### src/hdl/usx_pkg.sv
`default_nettype none
package usx_pkg;

    // Oversample tick positions within one bit time
    localparam logic [4:0] RT_FIRST = 5'h01;
    localparam logic [4:0] RT_VERIFY_A = 5'h03;
    localparam logic [4:0] RT_VERIFY_B = 5'h05;
    localparam logic [4:0] RT_VERIFY_C = 5'h07;
    localparam logic [4:0] RT_SAMPLE_A = 5'h08;
    localparam logic [4:0] RT_SAMPLE_B = 5'h09;
    localparam logic [4:0] RT_SAMPLE_C = 5'h0a;
    localparam logic [4:0] RT_LAST = 5'h10;

    // Transmit ticks per bit, counted 0 to 15
    localparam logic [3:0] TX_TICK_LAST = 4'hf;

    // Frame lengths in bits, start and stop included
    localparam logic [3:0] TX_FRAME_BITS_8 = 4'ha;
    localparam logic [3:0] TX_FRAME_BITS_9 = 4'hb;

    // Data bits per character
    localparam logic [3:0] RX_DATA_BITS_8 = 4'h8;
    localparam logic [3:0] RX_DATA_BITS_9 = 4'h9;

    // Bit positions inside the received character
    localparam int RX_BIT_SEVEN = 7;
    localparam int RX_BIT_EIGHT = 8;

    // Line levels
    localparam logic LINE_IDLE = 1'b1;
    localparam logic LINE_START = 1'b0;
    localparam logic LINE_STOP = 1'b1;

    // Reset values of the transmit status flags
    localparam logic TX_EMPTY_RESET = 1'b1;
    localparam logic TX_COMPLETE_RESET = 1'b1;

    localparam logic [2:0] HISTORY_ONES = 3'h7;

    typedef enum logic [1:0] {
        RX_SEARCH = 2'b00,
        RX_START = 2'b01,
        RX_DATA = 2'b10,
        RX_STOP = 2'b11
    } usx_rx_state_t;

    typedef enum logic {
        TX_IDLE = 1'b0,
        TX_SHIFT = 1'b1
    } usx_tx_state_t;

    typedef struct packed {
        logic tx_invert;
        logic nine_bit_chars;
        logic tx_empty_irq_enable;
        logic tx_complete_irq_enable;
        logic rx_full_irq_enable;
    } usx_ctrl_t;

    typedef struct packed {
        logic rx_full_flag;
        logic noise_flag;
        logic framing_error_flag;
        logic overrun_flag;
        logic rx_ninth_bit;
    } usx_rx_status_t;

    typedef struct packed {
        logic tx_buffer_empty_flag;
        logic tx_complete_flag;
    } usx_tx_status_t;

endpackage

`default_nettype wire

### src/hdl/usx_serial_port.sv
`timescale 1ns/1ps
`default_nettype none

module usx_serial_port (
    // Clock and reset
    input wire logic clock,
    input wire logic reset_n,
    // Control bits and oversample tick from the baud generator
    input wire usx_pkg::usx_ctrl_t ctrl,
    input wire logic oversample_tick,
    // Transmit buffer write
    input wire logic tx_data_write,
    input wire logic [8:0] tx_data,
    // Receive buffer read
    input wire logic rx_data_read,
    // Serial pins
    input wire logic rxd,
    output logic txd,
    // Buffer and status
    output logic [7:0] serial_data_buffer,
    output usx_pkg::usx_rx_status_t rx_status,
    output usx_pkg::usx_tx_status_t tx_status,
    // Interrupt requests
    output logic tx_irq,
    output logic rx_irq
);
    import usx_pkg::*;

    // ---------------- Transmitter ----------------
    usx_tx_state_t tx_state;
    logic [8:0] tx_buffer;
    logic tx_buffer_full;
    logic [10:0] tx_frame;
    logic [3:0] tx_bits_left;
    logic [3:0] tx_tick_count;
    logic tx_load;
    logic tx_bit_done;

    // Transfer only at a tick so a new frame starts on the bit grid
    assign tx_load = (tx_state == TX_IDLE) && tx_buffer_full && oversample_tick;
    assign tx_bit_done = oversample_tick && (tx_tick_count == TX_TICK_LAST);

    always_ff @(posedge clock) begin
        if (!reset_n) begin
            tx_buffer <= 9'h000;
            tx_buffer_full <= 1'b0;
        end else if (tx_data_write) begin
            tx_buffer <= tx_data;
            tx_buffer_full <= 1'b1;
        end else if (tx_load) begin
            tx_buffer_full <= 1'b0;
        end
    end

    always_ff @(posedge clock) begin
        if (!reset_n) begin
            tx_state <= TX_IDLE;
            tx_frame <= {11{LINE_IDLE}};
            tx_bits_left <= 4'h0;
            tx_tick_count <= 4'h0;
        end else if (tx_load) begin
            tx_state <= TX_SHIFT;
            tx_tick_count <= 4'h0;
            if (ctrl.nine_bit_chars) begin
                tx_frame <= {LINE_STOP, tx_buffer[8], tx_buffer[7:0], LINE_START};
                tx_bits_left <= TX_FRAME_BITS_9;
            end else begin
                tx_frame <= {LINE_IDLE, LINE_STOP, tx_buffer[7:0], LINE_START};
                tx_bits_left <= TX_FRAME_BITS_8;
            end
        end else if (tx_state == TX_SHIFT) begin
            if (oversample_tick) begin
                tx_tick_count <= tx_tick_count + 4'h1;
            end
            if (tx_bit_done) begin
                tx_frame <= {LINE_IDLE, tx_frame[10:1]};
                tx_bits_left <= tx_bits_left - 4'h1;
                if (tx_bits_left == 4'h1) begin
                    tx_state <= TX_IDLE;
                end
            end
        end
    end

    always_ff @(posedge clock) begin
        if (!reset_n) begin
            txd <= LINE_IDLE;
        end else if (tx_state == TX_SHIFT) begin
            txd <= tx_frame[0] ^ ctrl.tx_invert;
        end else begin
            txd <= LINE_IDLE ^ ctrl.tx_invert;
        end
    end

    // Complete follows the hardware state; a write in the transfer cycle leaves the buffer full with the empty flag set
    always_ff @(posedge clock) begin
        if (!reset_n) begin
            tx_status.tx_buffer_empty_flag <= TX_EMPTY_RESET;
            tx_status.tx_complete_flag <= TX_COMPLETE_RESET;
        end else begin
            if (tx_load) begin
                tx_status.tx_buffer_empty_flag <= 1'b1;
            end else if (tx_data_write) begin
                tx_status.tx_buffer_empty_flag <= 1'b0;
            end
            tx_status.tx_complete_flag <= !tx_buffer_full && !tx_data_write
                && !tx_load && (tx_state == TX_IDLE);
        end
    end

    assign tx_irq = (tx_status.tx_buffer_empty_flag && ctrl.tx_empty_irq_enable)
        || (tx_status.tx_complete_flag && ctrl.tx_complete_irq_enable);

    // ---------------- Receiver ----------------
    logic rxd_meta;
    logic rxd_sync;

    always_ff @(posedge clock) begin
        if (!reset_n) begin
            rxd_meta <= LINE_IDLE;
            rxd_sync <= LINE_IDLE;
        end else begin
            // Only the second stage feeds logic; the first may still be settling
            rxd_meta <= rxd;
            rxd_sync <= rxd_meta;
        end
    end

    usx_rx_state_t rx_state;
    logic [4:0] rt_count;
    logic [2:0] history;
    logic [2:0] verify_samples;
    logic [2:0] bit_samples;
    logic [8:0] rx_shift;
    logic [3:0] rx_bit_index;
    logic char_noise;
    logic last_sample;
    logic resync_armed;
    logic [3:0] data_bits;
    logic [2:0] verify_now;
    logic [2:0] bits_now;
    logic voted;
    logic falling;
    logic char_done;
    logic char_framing;
    logic char_noise_final;
    logic verify_level;
    logic verify_mixed;
    logic bits_mixed;

    assign data_bits = ctrl.nine_bit_chars ? RX_DATA_BITS_9 : RX_DATA_BITS_8;
    assign verify_now = {verify_samples[2:1], rxd_sync};
    assign bits_now = {bit_samples[2:1], rxd_sync};
    assign falling = last_sample && !rxd_sync;
    assign char_done = oversample_tick && (rx_state == RX_STOP) && (rt_count == RT_SAMPLE_C);
    assign char_framing = !voted;
    assign char_noise_final = char_noise || bits_mixed;

    // One voter per sample group; both see the live third sample
    usx_vote3 verify_vote_i (
        .samples(verify_now),
        .level(verify_level),
        .mixed(verify_mixed)
    );

    usx_vote3 bit_vote_i (
        .samples(bits_now),
        .level(voted),
        .mixed(bits_mixed)
    );

    // Sample pipeline, one step per oversample tick
    always_ff @(posedge clock) begin
        if (!reset_n) begin
            history <= 3'h0;
            last_sample <= LINE_IDLE;
            verify_samples <= 3'h0;
            bit_samples <= 3'h0;
        end else if (oversample_tick) begin
            history <= (rx_state == RX_SEARCH) ? {history[1:0], rxd_sync} : 3'h0;
            last_sample <= rxd_sync;
            if (rt_count == RT_VERIFY_A) begin
                verify_samples[2] <= rxd_sync;
            end
            if (rt_count == RT_VERIFY_B) begin
                verify_samples[1] <= rxd_sync;
            end
            if (rt_count == RT_SAMPLE_A) begin
                bit_samples[2] <= rxd_sync;
            end
            if (rt_count == RT_SAMPLE_B) begin
                bit_samples[1] <= rxd_sync;
            end
        end
    end

    always_ff @(posedge clock) begin
        if (!reset_n) begin
            rx_state <= RX_SEARCH;
            rt_count <= RT_FIRST;
            rx_shift <= 9'h000;
            rx_bit_index <= 4'h0;
            char_noise <= 1'b0;
            resync_armed <= 1'b0;
        end else if (oversample_tick) begin
            rt_count <= (rt_count == RT_LAST) ? RT_FIRST : rt_count + 5'h01;
            case (rx_state)
                RX_SEARCH: begin
                    rt_count <= RT_FIRST;
                    if (history == HISTORY_ONES && !rxd_sync) begin
                        rx_state <= RX_START;
                        rt_count <= RT_FIRST + 5'h01;
                        char_noise <= 1'b0;
                        resync_armed <= 1'b0;
                    end
                end
                RX_START: begin
                    if (rt_count == RT_VERIFY_C) begin
                        if (!verify_level) begin
                            char_noise <= verify_mixed;
                        end else begin
                            rx_state <= RX_SEARCH;
                            rt_count <= RT_FIRST;
                        end
                    end
                    if (rt_count == RT_SAMPLE_C && |bits_now) begin
                        char_noise <= 1'b1;
                    end
                    if (rt_count == RT_LAST) begin
                        rx_state <= RX_DATA;
                        rx_bit_index <= 4'h0;
                    end
                end
                RX_DATA: begin
                    if (rt_count == RT_SAMPLE_C) begin
                        rx_shift[rx_bit_index] <= voted;
                        char_noise <= char_noise || bits_mixed;
                        resync_armed <= voted;
                    end
                    // Realign on a 1 to 0 data edge, whether early or late
                    // A short low glitch after a voted 1 realigns as well; no filter
                    if (resync_armed && falling && rt_count != RT_SAMPLE_C) begin
                        resync_armed <= 1'b0;
                        rt_count <= RT_FIRST + 5'h01;
                        if (rt_count > RT_SAMPLE_C) begin
                            if (rx_bit_index == data_bits - 4'h1) begin
                                rx_state <= RX_STOP;
                            end
                            rx_bit_index <= rx_bit_index + 4'h1;
                        end
                    end else if (rt_count == RT_LAST) begin
                        if (rx_bit_index == data_bits - 4'h1) begin
                            rx_state <= RX_STOP;
                        end
                        rx_bit_index <= rx_bit_index + 4'h1;
                    end
                end
                RX_STOP: begin
                    if (rt_count == RT_SAMPLE_C) begin
                        // History restarts, so RT11..13 of the stop bit refill it
                        rx_state <= RX_SEARCH;
                        rt_count <= RT_FIRST;
                    end
                end
                default: begin
                    rx_state <= RX_SEARCH;
                    rt_count <= RT_FIRST;
                end
            endcase
        end
    end

    // Receive buffer and flags; a new event wins over a clearing read
    always_ff @(posedge clock) begin
        if (!reset_n) begin
            serial_data_buffer <= 8'h00;
            rx_status <= '0;
        end else if (char_done) begin
            if (rx_status.rx_full_flag && !rx_data_read) begin
                // The new character and its noise are dropped
                rx_status.overrun_flag <= 1'b1;
            end else begin
                serial_data_buffer <= rx_shift[7:0];
                rx_status.rx_ninth_bit <= ctrl.nine_bit_chars ? rx_shift[RX_BIT_EIGHT]
                    : rx_shift[RX_BIT_SEVEN];
                rx_status.rx_full_flag <= 1'b1;
                rx_status.framing_error_flag <= char_framing;
                rx_status.noise_flag <= char_noise_final;
                rx_status.overrun_flag <= 1'b0;
            end
        end else if (rx_data_read) begin
            rx_status.rx_full_flag <= 1'b0;
            rx_status.framing_error_flag <= 1'b0;
            rx_status.noise_flag <= 1'b0;
            rx_status.overrun_flag <= 1'b0;
        end
    end

    assign rx_irq = rx_status.rx_full_flag && ctrl.rx_full_irq_enable;

endmodule

// Three-sample vote shared by start verification and bit recovery
module usx_vote3 (
    // Samples of one group
    input wire logic [2:0] samples,
    // Majority level and disagreement
    output logic level,
    output logic mixed
);
    import usx_pkg::*;

    assign level = (samples[0] & samples[1]) | (samples[0] & samples[2])
        | (samples[1] & samples[2]);
    // Any 1 and any 0 together means the samples disagree
    assign mixed = (|samples) && !(&samples);

endmodule

`default_nettype wire

### config.mk
export PLATFORM = sky130hd
export DESIGN_NAME = usx_serial_port
export DESIGN_NICKNAME = d
export VERILOG_FILES = /design/src/hdl/usx_pkg.sv /design/src/hdl/usx_serial_port.sv
export SDC_FILE = /design/constraint.sdc
export NUM_CORES = 1
export LEC_CHECK = 0
export BUFFER_PORTS_ARGS = -buffer_cell sky130_fd_sc_hd__buf_4
export CAP_MARGIN = 0
export CORE_MARGIN = 5
export CORE_UTILIZATION = 63
export CTS_CLUSTER_SIZE = 40
export DETAILED_ROUTE_END_ITERATION = 8
export HOLD_SLACK_MARGIN = 0.15
export PLACE_DENSITY_LB_ADDON = 0.25
export SLEW_MARGIN = 15
export SYNTH_ARGS = -nofsm -noshare
export SYNTH_HDL_FRONTEND = slang
export SYNTH_SLANG_ARGS = --single-unit
### constraint.sdc
create_clock -name clock -period 3.1 [get_ports clock]
set_input_delay 0 -clock clock [delete_from_list [all_inputs] [get_ports clock]]
set_output_delay 0 -clock clock [all_outputs]
set_load 0.01 [all_outputs]
# After elaboration in Yosys (flattened, before gate mapping)
# Index checks and enable logic that the tools add are counted.
totals:
  register_bits: 78
  latch_bits: 0
  ramBits: 0
  rom_bits: 0
  output_inout_bits: 18
  elab_cells: 191
  n_memories: 0
classes:
  addsub: 5
  n_mul: 0
  n_div: 0
  magnitude_cmp: 3
  n_eq_ne: 27
  n_shift: 0
  n_mux: 56
  bitwise_logic: 15
  n_reduce_logical: 56
ops:
  columns: ["op", "count"]
  rows:
  - ["$mux W4", 9]
  - ["$mux W11", 3]
  - ["$mux W5", 5]
  - ["$ne A3 B3 Y1 const B", 7]
  - ["$logic_and A1 B1 Y1", 20]
  - ["$mux W2", 10]
  - ["$pmux W5 S4", 1]
  - ["$mux W1", 19]
  - ["$reduce_and A2 Y1", 8]
  - ["$eq A5 B4 Y1 const B", 3]
  - ["$reduce_bool A2 Y1", 6]
  - ["$eq A5 B3 Y1 const B", 2]
  - ["$mux W10", 1]
  - ["$bwmux W9", 1]
  - ["$reduce_and A3 Y1", 3]
  - ["$add A4 B1 Y4 const B", 2]
  - ["$logic_not A1 Y1", 8]
  - ["$pmux W2 S4", 1]
  - ["$pmux W4 S2", 1]
  - ["$sub A4 B1 Y4 const B", 2]
  - ["$reduce_and A7 Y1", 1]
  - ["$and A1 B1 Y1", 6]
  - ["$mux W3", 2]
  - ["$ne A2 B2 Y1 const B", 3]
  - ["other kinds (28)", 38]

# Depth between registers and ports, before layout
depth:
  word_depth: 7
  mapped_depth: 8

# By module
# From an unflattened synthesis, not the netlist that was laid out.
unflattened:
  cells_unflattened: 451
  hier_area_um2: 3814.9
modules_own_cells:
  columns: ["module", "n_inst", "cells_each", "area_per_inst_um2", "seq_area_each_um2"]
  rows:
  - ["usx_serial_port", 1, 443, 3762.4, 1541.5]
  - ["usx_vote3", 2, 4, 26.3, 0.0]

# Least setup slack after synthesis
# No wires, ideal clock.
synth_timing:
  path_kind: "register to register"
  from: "reg rt_count[0]"
  to: "reg rx_bit_index[3]"
  arrival_ps: 1723
  t_required_ps: 3012
  path_slack_ps: 1289
  path_stages_with_launch: 8
  n_path_buf: 0
  cell_sequence: "dfxtp_1 -> inv_1 -> ha_1 -> and4bb_4 -> o211ai_4 -> nand4_4 -> or2_1 -> o32ai_2"
synth_via:
  elab_chain_len: 4
synth_lines:
  columns: ["element", "line", "rtl"]
  rows:
  - ["start, declared", "usx_serial_port.sv:130", "logic [4:0] rt_count;"]
  - ["start signal, assigned", "usx_serial_port.sv:206", "rt_count <= (rt_count == RT_LAST) ? RT_FIRST : rt_count + 5'h01;"]
  - ["start signal, assigned", "usx_serial_port.sv:212", "rt_count <= RT_FIRST + 5'h01;"]
  - ["start signal, assigned", "usx_serial_port.sv:244", "rt_count <= RT_FIRST + 5'h01;"]
  - ["parallel branches: the longest is 4 deep, another holds $gt A5 B4 Y1", null, null]
  - ["end signal, assigned", "usx_serial_port.sv:249", "rx_bit_index <= rx_bit_index + 4'h1;"]
  - ["end signal, assigned", "usx_serial_port.sv:255", "rx_bit_index <= rx_bit_index + 4'h1;"]
  - ["end, declared", "usx_serial_port.sv:135", "logic [3:0] rx_bit_index;"]
# Parallel ways; which one is timed is not known.
# A chain may end at the register's enable or synchronous reset.

# Worst setup path after layout
layout_timing:
  from: "reg rx_state[0]"
  to: "reg rx_bit_index[3]"
layout_via:
  elab_chain_len: 3
layout_lines:
  columns: ["element", "line", "rtl"]
  rows:
  - ["start, declared", "usx_serial_port.sv:129", "usx_rx_state_t rx_state;"]
  - ["start signal, assigned", "usx_serial_port.sv:199", "rx_state <= RX_SEARCH;"]
  - ["start signal, assigned", "usx_serial_port.sv:211", "rx_state <= RX_START;"]
  - ["start signal, assigned", "usx_serial_port.sv:222", "rx_state <= RX_SEARCH;"]
  - ["$eq A2 B2 Y1 or $eq A2 B1 Y1 (tied branches)", "usx_serial_port.sv:207", "case (rx_state)"]
  - ["$ne A3 B3 Y1 (no line) (tied with other cells)", null, null]
  - ["$reduce_and A5 Y1 (no line)", null, null]
# Parallel ways exist; a longest one is shown, timed or not.

==> impl_results.md <==
- Setup WS post-layout: 0.930 ns
- GRT Total Usage: 0.250
- CTS sink cnt: 77
- Slowest CP cell: ha_1
- Wire length of the first global-routing pass: 15,200 µm
- Internal power: 1500 µW
- Pwr Density: approximately 430 mW/mm²
- Clk pin slew, worst setup/hold paths: 0.08 ns
- WL met2: 4310 µm
- RSZ-0062 raised after global routing: false
- Hpwl dp: 5530 µm
- GPL Wtd Cong: 0.973
- Worst Setup Start Kind: register
- CP Max Fanout: 14
- Sw power: 487 µW
- Router iterations before antenna repair: 4
- Routed Antenna Nets: 0
- FP Rows: 28
- Max-slew violations: 0
- Post-synthesis average cell area: 8.55 µm²
- Vias: 3,341
- Die area: 0.00771 mm²
- Multi-input logic area: 0.00211 mm²
- Initial Util: 0.644
- Most used DFF post-synth: dfxtp_1
- Crit path required time: 3.37 ns
- Status: complete, no violations
- Final hold violation count: 0
- Worst Skew: 0.00793 ns
- Initial antenna violation count: 0
- Layout cells sized above 1: 0.141
- Minimum clock period: 2.17 ns
- Initial DRC Count: between 200 and 250
- Post-synthesis sequential area ratio: 0.404
- Post-Route Setup TNS: 0 ns
- Syn-to-layout area delta: 19.6%
- Final Setup Violations: 0
- Met3 WL post-DR: around 320 µm
- Sw frac: 0.245
- Final period util: 0.700
- Largest net degree at the start of global routing: 35
- Core region area: a little under 0.006 mm²
- Worst min-delay path class: in -> out
- Cell Chain, Critical Path: inv_1, ha_1, inv_1, mux2i_2, nand4_4, or2_1, o32ai_2
- TritonCTS clock tree: yes
- Critical path's top delay family: adder cells
- Clock Root Buffer: clkbuf_8
- Critical Path End Type: register
- Via density: 5.78
- Leading area contributor after synthesis: dfxtp_1
- Syn Inst Count: 446
- Asr flop ratio synth: 0
- FF/Latch Area: ~0.0015 mm²
- N_diodes: 0
- TritonCTS Buffers: 9
- Bufs and invs on worst path: 2
- Mapped Area: approximately 0.0038 mm²
- Top routing layer used: met4
- Kind of critical path: reg -> reg
- Peak supply drop: 0.403 mV
- Layout Nets: approximately 530
- CP peak stage delay: 0.48 ns
- Combinational Power Share: 0.080
- Critical path arrival: 2.44 ns
- Total length of routed wires: roughly 8900 µm
- Post-synth EDFFs: 0
- Reg power frac: 0.522
- # H-tree levels: 3
- Worst rel slew slack: 0.430
- Vias in the first global route: 3,269
- CTS-repair resized insts: 0
- Synth warnings: 0
- Pre-CTS setup slack: 0.959 ns
- # port buffers: 37
- Setup bufs post-CTS: 0
- Cell variety after synth: 65
- #FFs+latches synth: 77
- Die Y: 87.8 µm
- WL met1: 4070 µm
- Max Cap Viol: 0
- Most used cell, CP: inv_1
- Synth Net Count: 482
- Clk buf depth: 2
- Synth top area cells: dfxtp_1, mux2i_1, nor2_1
- DR DRC count: 0
- Pleak: between 0.0015 and 0.002 µW
- Fillers: roughly 390
- Clock power share: 0.398
- Overflow after GRT: 0
- Max Fclk: 0.461 GHz
- Top cell type's share of synthesized area: 0.404
- Worst skew pair latency: 0.35 ns
- Synth top cells by count: dfxtp_1, nor2_1, nand2_1
- Die X: 87.8 µm
- Cell with the most instances after synthesis: dfxtp_1
- Worst-Margin Slew: 0.852 ns
- Wire per inst: between 15 and 20 µm
- I/O Pins: 38
## path summary, 6_finish.rpt
check / slack (ns) / depth (start not counted) / start / to
max: 0.93 / 7 / rx_state[0] / rx_bit_index[3]
min: 0.29 / 3 / ctrl[0] / rx_irq
max reg2reg: 0.93 / 7 / rx_state[0] / rx_bit_index[3]
min reg2reg: 0.41 / 1 / rxd_meta / rxd_sync
## timing repair
item                                    4_1_cts  5_1_grt
hold endpoints to repair                     44        0
endpoints found under the setup margin        0        0
hold buffers                                 27        0
## final cells by class
class | instances | area share
clock buffer | 10 | 0.0302
clock inverter | 6 | 0.0151
inverter | 16 | 0.0132
multi-input combinational | 329 | 0.462
sequential | 77 | 0.338
tap | 75 | 0.0206
timing repair buffer | 65 | 0.122
## sequential cells by signal, summed over array words and instances, names as in the netlist, 2 cells and up, named ones only
register / cells
bit_samples: 2
history: 3
rt_count: 5
rx_bit_index: 4
rx_shift: 9
rx_status: 5
serial_data_buffer: 8
tx_bits_left: 4
tx_buffer: 9
tx_frame: 10
tx_status: 2
tx_tick_count: 4
verify_samples: 2
## metal layers
metal  vias to the layer above  GRT usage
met4                         0      0.107
li1                       1642          -
met3                        16     0.0357
met5                         -          0
met2                        79      0.419
met1                      1604      0.321
## cell usage in the layout (no fill, tap or decap), drive strengths merged, types with 3 or more instances in the layout
master / synthesis / final
and4bb: 3 / 3
and3: 10 / 10
clkbuf: 12 / 10
o211ai: 3 / 3
buf: 12 / 38
xnor2: 4 / 4
inv: 16 / 18
nor2: 60 / 60
dlygate4sd3: 0 / 27
mux2i: 33 / 33
nand3b: 3 / 3
a21oi: 27 / 27
nor3: 7 / 7
and4: 3 / 3
dfxtp: 77 / 77
nor2b: 3 / 3
ha: 16 / 16
a31oi: 6 / 6
nand4: 3 / 3
nand2b: 14 / 14
o21ai: 21 / 21
nand3: 24 / 24
nand2: 52 / 52
nand4b: 5 / 5
## worst min-delay path, cell delays in order
cell and delay [ns]:
buf_4 0.07, and2_1 0.11, buf_4 0.11
## stage by stage
| step | hold slack [ns] | utilization | std cells | area, µm² | power (µW) |
|---|---|---|---|---|---|
| after floorplan | 0.0730 | - | 446 | 3810 | 1130 |
| after global placement | 0.182 | 0.690 | 535 | 4090 | 1170 |
| after detailed placement | 0.187 | 0.690 | 535 | 4090 | 1180 |
| after CTS | 0.291 | 0.771 | 578 | 4560 | 1980 |
| after global routing | 0.305 | 0.771 | 578 | 4560 | 2070 |
| final | 0.293 | 0.771 | 578 | 4560 | 1990 |
## cells by family (layout without fill, tap and decap cells)
kind of cell / Yosys count / after routing / share of synthesized area
AO/OA/AOI/OAI: 74 / 74 / 0.127
XOR/XNOR: 4 / 4 / 0.00918
adder cells (fa/ha/maj): 17 / 17 / 0.0551
buffers and inverters: 40 / 97 / 0.0436
flip-flops: 77 / 77 / 0.404
multiplexers: 35 / 35 / 0.0935
AND/OR/NAND/NOR: 199 / 199 / 0.268
## power groups by stage
stage / Combinational [µW] / Sequential (µW) / Clock (µW)
detailed placement: 122 / 1060 / 0
global placement: 117 / 1060 / 0
global route: 174 / 1040 / 851
finish: 158 / 1040 / 791
CTS: 154 / 1040 / 794
floorplan: 81.5 / 1050 / 0
(Power assumes the default switching activity.)
